--- src/verilog/afh_pkg.sv ---
package afh_pkg;
   // word width of the buffer device
   localparam int DATA_W = 9;
   // strobe timing at 10 MHz (period in ns)
   localparam int CLK_PERIOD_NS = 100;
   localparam int STROBE_LOW_NS = 50;    // least strobe low width
   localparam int STROBE_HIGH_NS = 15;   // least strobe high width
   localparam int ACCESS_NS = 50;        // read low to data valid
   localparam int FLAG_NS = 45;          // strobe to flag settle
   localparam int RESET_NS = 65;         // reset low width
   localparam int LOW_CYC =
      (STROBE_LOW_NS + CLK_PERIOD_NS - 1) / CLK_PERIOD_NS;
   localparam int HIGH_CYC =
      (STROBE_HIGH_NS + CLK_PERIOD_NS - 1) / CLK_PERIOD_NS;
   localparam int ACC_CYC =
      (ACCESS_NS + CLK_PERIOD_NS - 1) / CLK_PERIOD_NS;
   localparam int FLAG_CYC =
      (FLAG_NS + CLK_PERIOD_NS - 1) / CLK_PERIOD_NS;
   localparam int RST_CYC =
      (RESET_NS + CLK_PERIOD_NS - 1) / CLK_PERIOD_NS;
   // wait counter width and one-step constant
   localparam int CNT_W = 4;
   localparam logic [CNT_W-1:0] CNT_ONE = 4'h1;
   // word as carried on the user side
   typedef struct packed {
      logic [DATA_W-1:0] data;
   } afh_word_t;
   // strobes driven to the device, all active low
   typedef struct packed {
      logic write_n;
      logic read_n;
      logic reset_n;
      logic retx_n;
      logic oe_n;
   } afh_strobe_t;
   // flags read back from the device, active low
   typedef struct packed {
      logic full_flag_n;
      logic empty_flag_n;
   } afh_flag_t;
endpackage : afh_pkg

--- src/verilog/afh_skid.sv ---
`timescale 1ns/1ns
`default_nettype none
// two-entry buffer: a stall downstream loses no word
module afh_skid #(
   parameter int WIDTH = 9
) (
   input  wire logic             sys_clk,
   input  wire logic             srst,
   input  wire logic [WIDTH-1:0] in_data,
   input  wire logic             in_valid,
   output logic                  in_ready,
   output logic      [WIDTH-1:0] out_data,
   output logic                  out_valid,
   input  wire logic             out_ready
);
   logic [WIDTH-1:0] hold_data, next_hold_data, next_out_data;
   logic             hold_valid, next_hold_valid, next_out_valid;
   logic             push;

   // output stage is a register, so the top sees flop outputs; a word
   // that meets a stall waits in the hold slot
   always_comb begin
      push = in_valid && !hold_valid;
      next_out_data = out_data;
      next_out_valid = out_valid;
      next_hold_data = hold_data;
      next_hold_valid = hold_valid;
      if (!out_valid || out_ready) begin
         // output frees at this edge: the older held word goes first
         if (hold_valid) begin
            next_out_data = hold_data;
            next_out_valid = 1'b1;
            next_hold_valid = 1'b0;
         end else begin
            next_out_valid = push;
            if (push)
               next_out_data = in_data;
         end
      end else if (push) begin
         next_hold_data = in_data;
         next_hold_valid = 1'b1;
      end
   end

   always_ff @(posedge sys_clk) begin
      if (srst) begin
         out_data <= '0;
         out_valid <= 1'b0;
         hold_data <= '0;
         hold_valid <= 1'b0;
      end else begin
         out_data <= next_out_data;
         out_valid <= next_out_valid;
         hold_data <= next_hold_data;
         hold_valid <= next_hold_valid;
      end
   end

   // ready while the hold slot is free; both slots full stalls the source
   assign in_ready = !hold_valid;
endmodule : afh_skid
`default_nettype wire

--- src/verilog/afh_host.sv ---
`timescale 1ns/1ns
`default_nettype none
// Summary of operation
// - writer watches full flag, reader watches empty flag of its buffer
// - reader toggles read strobe to fetch further words
// - writer toggles write strobe only while full flag is high
// - flag pulses may be arbitrarily short; tolerate them
module afh_host
   import afh_pkg::*;
#(
   parameter int DW = DATA_W
) (
   input  wire logic                  sys_clk,
   input  wire logic                  srst,
   input  wire logic                  clear_req,
   input  wire logic                  retx_req,
   input  wire logic [DW-1:0]         wr_data,
   input  wire logic                  wr_valid,
   output logic                       wr_ready,
   output logic      [DW-1:0]         rd_data,
   output logic                       rd_valid,
   input  wire logic                  rd_ready,
   output var afh_pkg::afh_strobe_t   strobe,
   output logic      [DW-1:0]         dev_data_in,
   input  wire logic                  full_flag_n,
   input  wire logic                  empty_flag_n,
   input  wire logic [DW-1:0]         data_out_bus
);
   import afh_pkg::*;

   typedef enum {
      AFH_IDLE,
      AFH_RST,
      AFH_W_LOW,
      AFH_W_HIGH,
      AFH_R_LOW,
      AFH_R_HIGH,
      AFH_RT_LOW,
      AFH_RT_HIGH
   } afh_state_t;

   // sequencer state and its wait counter
   afh_state_t       state, next_state;
   logic [CNT_W-1:0] cnt, next_cnt;
   afh_strobe_t      next_strobe;
   logic [DW-1:0]    next_dev_data_in;
   // read word captured at the end of the access wait
   logic [DW-1:0]    cap, next_cap;
   logic             cap_valid, next_cap_valid;
   // registered write grant; wr_ready is this flop and nothing else
   logic             wr_ready_r, next_wr_ready;
   logic             wr_take;
   // three-stage flag synchronisers; stage 1 read only by stage 2
   afh_flag_t        f1, f2, f3, flag, next_flag;
   logic [DW-1:0]    q1, q2;
   logic             sk_in_ready;

   // counter in its last cycle; also true if it starts at zero
   function automatic logic cnt_done(input logic [CNT_W-1:0] c);
      return c <= CNT_ONE;
   endfunction : cnt_done

   // flag settles only once stages two and three agree, so a short
   // flow-through pulse is ignored or seen, never half-seen
   always_comb begin
      next_flag = flag;
      if (f2.full_flag_n == f3.full_flag_n)
         next_flag.full_flag_n = f3.full_flag_n;
      if (f2.empty_flag_n == f3.empty_flag_n)
         next_flag.empty_flag_n = f3.empty_flag_n;
   end

   // pin stages; the bus copy is only read at the end of a read wait
   always_ff @(posedge sys_clk) begin
      f1 <= {full_flag_n, empty_flag_n};
      f2 <= f1;
      f3 <= f2;
      q1 <= data_out_bus;
      q2 <= q1;
      if (srst)
         flag <= '{full_flag_n: 1'b1, empty_flag_n: 1'b0};
      else
         flag <= next_flag;
   end

   // a word is taken only on an edge that sees valid and the grant
   assign wr_take = wr_valid && wr_ready;

   // strobe sequencer: one write or read cycle at a time
   always_comb begin
      next_state = state;
      next_cnt = cnt;
      next_strobe = strobe;
      next_dev_data_in = dev_data_in;
      next_cap = cap;
      next_cap_valid = 1'b0;
      next_wr_ready = 1'b0;
      if (cnt != '0)
         next_cnt = cnt - CNT_ONE;
      case (state)
         AFH_IDLE: begin
            if (wr_take) begin
               // a grant already given is honoured first, otherwise a
               // clear in the same cycle would drop the taken word
               next_dev_data_in = wr_data;
               next_strobe.write_n = 1'b0;
               next_cnt = CNT_W'(LOW_CYC);
               next_state = AFH_W_LOW;
            end else if (clear_req) begin
               next_strobe.reset_n = 1'b0; // pointers to zero
               next_cnt = CNT_W'(RST_CYC);
               next_state = AFH_RST;
            end else if (retx_req) begin
               next_strobe.retx_n = 1'b0; // read and write held high
               next_cnt = CNT_W'(RST_CYC);
               next_state = AFH_RT_LOW;
            end else if (flag.empty_flag_n && sk_in_ready) begin
               // read only when not empty and room is downstream
               next_strobe.read_n = 1'b0;
               next_strobe.oe_n = 1'b0;
               next_cnt = CNT_W'(ACC_CYC + 2);
               next_state = AFH_R_LOW;
            end else begin
               // grant only with no clear or retransmit waiting
               next_wr_ready = flag.full_flag_n;
            end
         end
         AFH_RST, AFH_RT_LOW: begin
            if (cnt_done(cnt)) begin
               next_strobe.reset_n = 1'b1;
               next_strobe.retx_n = 1'b1;
               next_cnt = CNT_W'(FLAG_CYC + 3);
               next_state = AFH_RT_HIGH;
            end
         end
         AFH_W_LOW: begin
            // word latches on the rising edge of the strobe
            if (cnt_done(cnt)) begin
               next_strobe.write_n = 1'b1;
               next_cnt = CNT_W'(FLAG_CYC + 3);
               next_state = AFH_W_HIGH;
            end
         end
         AFH_R_LOW: begin
            // data held stable until strobe rises; sample then
            if (cnt_done(cnt)) begin
               // q2 has held the driven bus for one edge by now
               next_cap = q2;
               next_cap_valid = 1'b1;
               next_strobe.read_n = 1'b1;
               next_strobe.oe_n = 1'b1;
               next_cnt = CNT_W'(FLAG_CYC + 3);
               next_state = AFH_R_HIGH;
            end
         end
         AFH_W_HIGH, AFH_R_HIGH, AFH_RT_HIGH: begin
            // wait out flag settle plus sync delay; pointers wrap
            // inside the device, occupancy never tracked here
            if (cnt_done(cnt))
               next_state = AFH_IDLE;
         end
         default: begin
            next_state = AFH_IDLE;
         end
      endcase
   end

   // sequencer registers; strobes rest high, so the device sees no falling edge
   always_ff @(posedge sys_clk) begin
      if (srst) begin
         state <= AFH_IDLE;
         cnt <= '0;
         strobe <= '{write_n: 1'b1, read_n: 1'b1, reset_n: 1'b1,
                     retx_n: 1'b1, oe_n: 1'b1};
         dev_data_in <= '0;
         cap <= '0;
         cap_valid <= 1'b0;
         wr_ready_r <= 1'b0;
      end else begin
         state <= next_state;
         cnt <= next_cnt;
         strobe <= next_strobe;
         dev_data_in <= next_dev_data_in;
         cap <= next_cap;
         cap_valid <= next_cap_valid;
         wr_ready_r <= next_wr_ready;
      end
   end

   // the grant is set only in idle and stays in idle for its cycle,
   // so the output comes straight from its flop
   assign wr_ready = wr_ready_r;

   // two-entry output buffer: a stalled reader loses no word
   afh_skid #(
      .WIDTH (DW)
   ) u_skid (
      .sys_clk   (sys_clk),
      .srst      (srst),
      .in_data   (cap),
      .in_valid  (cap_valid),
      .in_ready  (sk_in_ready),
      .out_data  (rd_data),
      .out_valid (rd_valid),
      .out_ready (rd_ready)
   );
endmodule : afh_host
`default_nettype wire

--- config.mk ---
export PLATFORM = sky130hd
export DESIGN_NAME = afh_host
export DESIGN_NICKNAME = d
export VERILOG_FILES = /design/src/verilog/afh_pkg.sv /design/src/verilog/afh_skid.sv /design/src/verilog/afh_host.sv
export SDC_FILE = /design/constraint.sdc
export NUM_CORES = 1
export LEC_CHECK = 0
export ABC_CLOCK_PERIOD_IN_PS = 3060
export BUFFER_PORTS_ARGS = -buffer_cell sky130_fd_sc_hd__buf_4
export CORE_MARGIN = 4
export CORE_UTILIZATION = 50
export CTS_CLUSTER_SIZE = 25
export DETAILED_ROUTE_END_ITERATION = 12
export MAX_ROUTING_LAYER = met4
export PLACE_DENSITY = 0.69
export SLEW_MARGIN = 10
export SYNTH_ARGS = -nofsm -noshare
export SYNTH_HDL_FRONTEND = slang
export SYNTH_SLANG_ARGS = --single-unit
--- constraint.sdc ---
create_clock -name sys_clk -period 3.06 [get_ports sys_clk]
set_input_delay 0.306 -clock sys_clk [delete_from_list [all_inputs] [get_ports sys_clk]]
set_output_delay 0.306 -clock sys_clk [all_outputs]
set_load 0.01 [all_outputs]
==> flow_summary.yaml <==
timing:
  fmax_mhz: 542
  final_max_slew_viol_count: 0
  tightest_slew_ps: 1010
  fin_skew_ps: 10.1
  finalCriticalPeriod_ps: 1840
  hold_viol_final: 0
  setup_viol: 0
  final.setup.tns_ps: 0
  rsz0062_at_grt: "false"
  fin_crit_sh: 0.602
  slew_headroom: 0.323
pwr:
  p_seq_frac: 0.456
  p_leak_uw: 0.00124
  power_frac_comb: 0.258
  power_frac_clock: 0.286
  ir_drop_uv: 470
  p_switching_uw: 852
  swShare: 0.315
  intPower_uw: 1860
  power_density_mw_per_mm2: 824
status:
  status: "complete, no violations"
finish:
  drive_gt1_frac: 0.217
  final-instance-count-excl-fill: 397
  final_common_cell: "dfxtp_1"
  syn2layout_area_growth_pct: 22.6
  multi_input_area_mm2: 0.00105
  fillers: 454
  diodes: 0
  final_cell_mix: "77 x dfxtp_1, 51 x buf_4, 41 x nand2_1"
  final_util: 0.639
  seqCellArea_mm2: 0.00154
  final_net_count: 351
critical_path:
  crit_path_end_kind: "register"
  crit_arrival_ps: 2050
  crit_fanout: 11
  path_class: "reg2reg"
  cp.required_ps: 3270
  critPathLaunchType: "register"
  rrSetupSlack_ps: 1220
clock_tree:
  post_cts_buffers: 0
  cts_resized: 0
  numCtsBuffers: 9
  ctsHtreeMaxLevel: 3
  cts_hold_buf: 0
  cts_buffer_depth: 2
  clockRootBuffer: "clkbuf_8"
  cts.sinks: 77
  clk_pin_slew_ps: 80
  clkLatencyLatePin_ps: 340
  tritoncts: "yes"
routing:
  wl_um: 4920
  dr.pass1.iters: 5
  routedWlPerCell_um: 12.4
  via_per_inst: 4.94
  drtAntennaViolNets: 0
  num_vias: 1963
  drt-initial-drc-count: 159
  drc_errors: 0
placed_design:
  dpl.cell_count: 381
  gp_congestion: 0.810
  io_buffers: 50
  hpwlAfterDp_um: 3380
floorplanning:
  core_area_mm2: 0.00514
  fp.dieArea_mm2: 0.00660
  initial_core_util: 0.522
  die_h_um: 81.2
  dieWidth_um: 81.2
  fp-row-count: 26
  ios: 51
synthesis:
  syn_area_mm2: 0.00268
  async_reset_ff_frac: 0
  synth_area_leaders: "dfxtp_1 57%, mux2i_1 6.7%, nand2_1 5.7%"
  synth_top_area_cell: "dfxtp_1"
  synth_cells: 274
  synthDistinctLibCells: 38
  synth-seq-area-share: 0.575
  synth_nets: 303
  synth_top_area_share: 0.575
  synth-seq-cells: 77
  synth_flop_cell: "dfxtp_1"
  synth_edf_count: 0
  yosys_warnings: 0
  syn_area_per_cell_um2: 9.79
global_routing:
  grt_start_max_net_pins: 54
  grt_overflow: 0
  antenna_found_initial: 0
  grt_util_all_layers: 0.171
  grt_pass1_vias: 1768
  grt_pass1_wl_um: 8250
job:
  max_cap_violations: 0
hold_path:
  hold_class: "in2reg"
-- flip-flops by register name (all words and copies together) (netlist names) --
register,cells
wr_ready,1
u_skid.out_valid,1
strobe,4
cap_valid,1
state,3
f3,2
flag,2
dev_data_in,9
f2,2
f1,2
u_skid.hold_valid,1
q1,9
q2,9
cap,9
cnt,4
u_skid.hold_data,9
u_skid.out_data,9
-- cell usage after synthesis (all sizes together), types with 2 or more instances --
master / count
a2111oi: 3
a211o: 2
a211oi: 12
a21oi: 27
buf: 6
clkbuf: 8
dfxtp: 77
ha: 3
inv: 3
mux2i: 18
nand2: 41
nand2b: 4
nand3: 5
nand3b: 2
nor2: 29
nor2b: 4
nor3: 5
nor4: 2
o21ai: 4
o21bai: 2
or3: 3
or3b: 2
-- final timing paths --
| path | from | end | depth (start not counted) |
|---|---|---|---|
| max | cnt[0] | cap[0] | 6 |
| min | data_out_bus[7] | q1[7] | 1 |
| max reg2reg | cnt[0] | cap[0] | 6 |
| min reg2reg | q1[3] | q2[3] | 0 |
-- cells by family (layout without fill, tap and decap cells) --
logic type | Yosys count | count (layout) | share of synthesized area
and+or+nand+nor | 102 | 102 | 0.175
DFF | 77 | 77 | 0.575
AOI/OAI and AO/OA | 55 | 55 | 0.130
muxes | 18 | 18 | 0.0672
buffers and inverters | 17 | 70 | 0.0317
adders and majority gates | 3 | 3 | 0.0140
xor gates and xnor gates | 2 | 2 | 0.00653
-- metrics by stage --
step	setup slack [ps]	area, um2	hold WS, ps	power (uW)
floorplan	1250	2680	310	1800
global placement	1260	3080	310	1940
detailed placement	1220	3080	312	1950
CTS	1200	3290	46.1	2730
global route	987	3290	32.5	2900
finish	1220	3290	65.3	2710
-- per-layer routing --
layer	routed length (um)	global-route usage
met5	0	-
met3	319	0.0421
met4	95	0.101
met2	2000	0.230
met1	2510	0.231
-- critical path, stage by stage, from the launching register on --
cell and delay (ps):
dfxtp_1 320, inv_1 110, ha_1 220, nor2_1 90, and4b_1 660, mux2i_1 250, nor2_1 50
-- power groups by stage --
stage / clock [uW] / sequential [uW] / combinational, uW
global route: 847 / 1260 / 793
finish: 774 / 1230 / 699
CTS: 795 / 1230 / 702
global placement: 0 / 1250 / 691
floorplan: 0 / 1220 / 580
detailed placement: 0 / 1260 / 698
-- layout make-up --
| class | instances | share of cell area |
|---|---|---|
| Tap cell | 70 | 0.0266 |
| Clock buffer | 10 | 0.0419 |
| Clock inverter | 6 | 0.0217 |
| Inverter | 3 | 0.00343 |
| Sequential cell | 77 | 0.469 |
| Timing Repair Buffer | 51 | 0.116 |
| Multi-Input combinational cell | 180 | 0.321 |
Note: power is estimated with default switching activity, not from simulation.
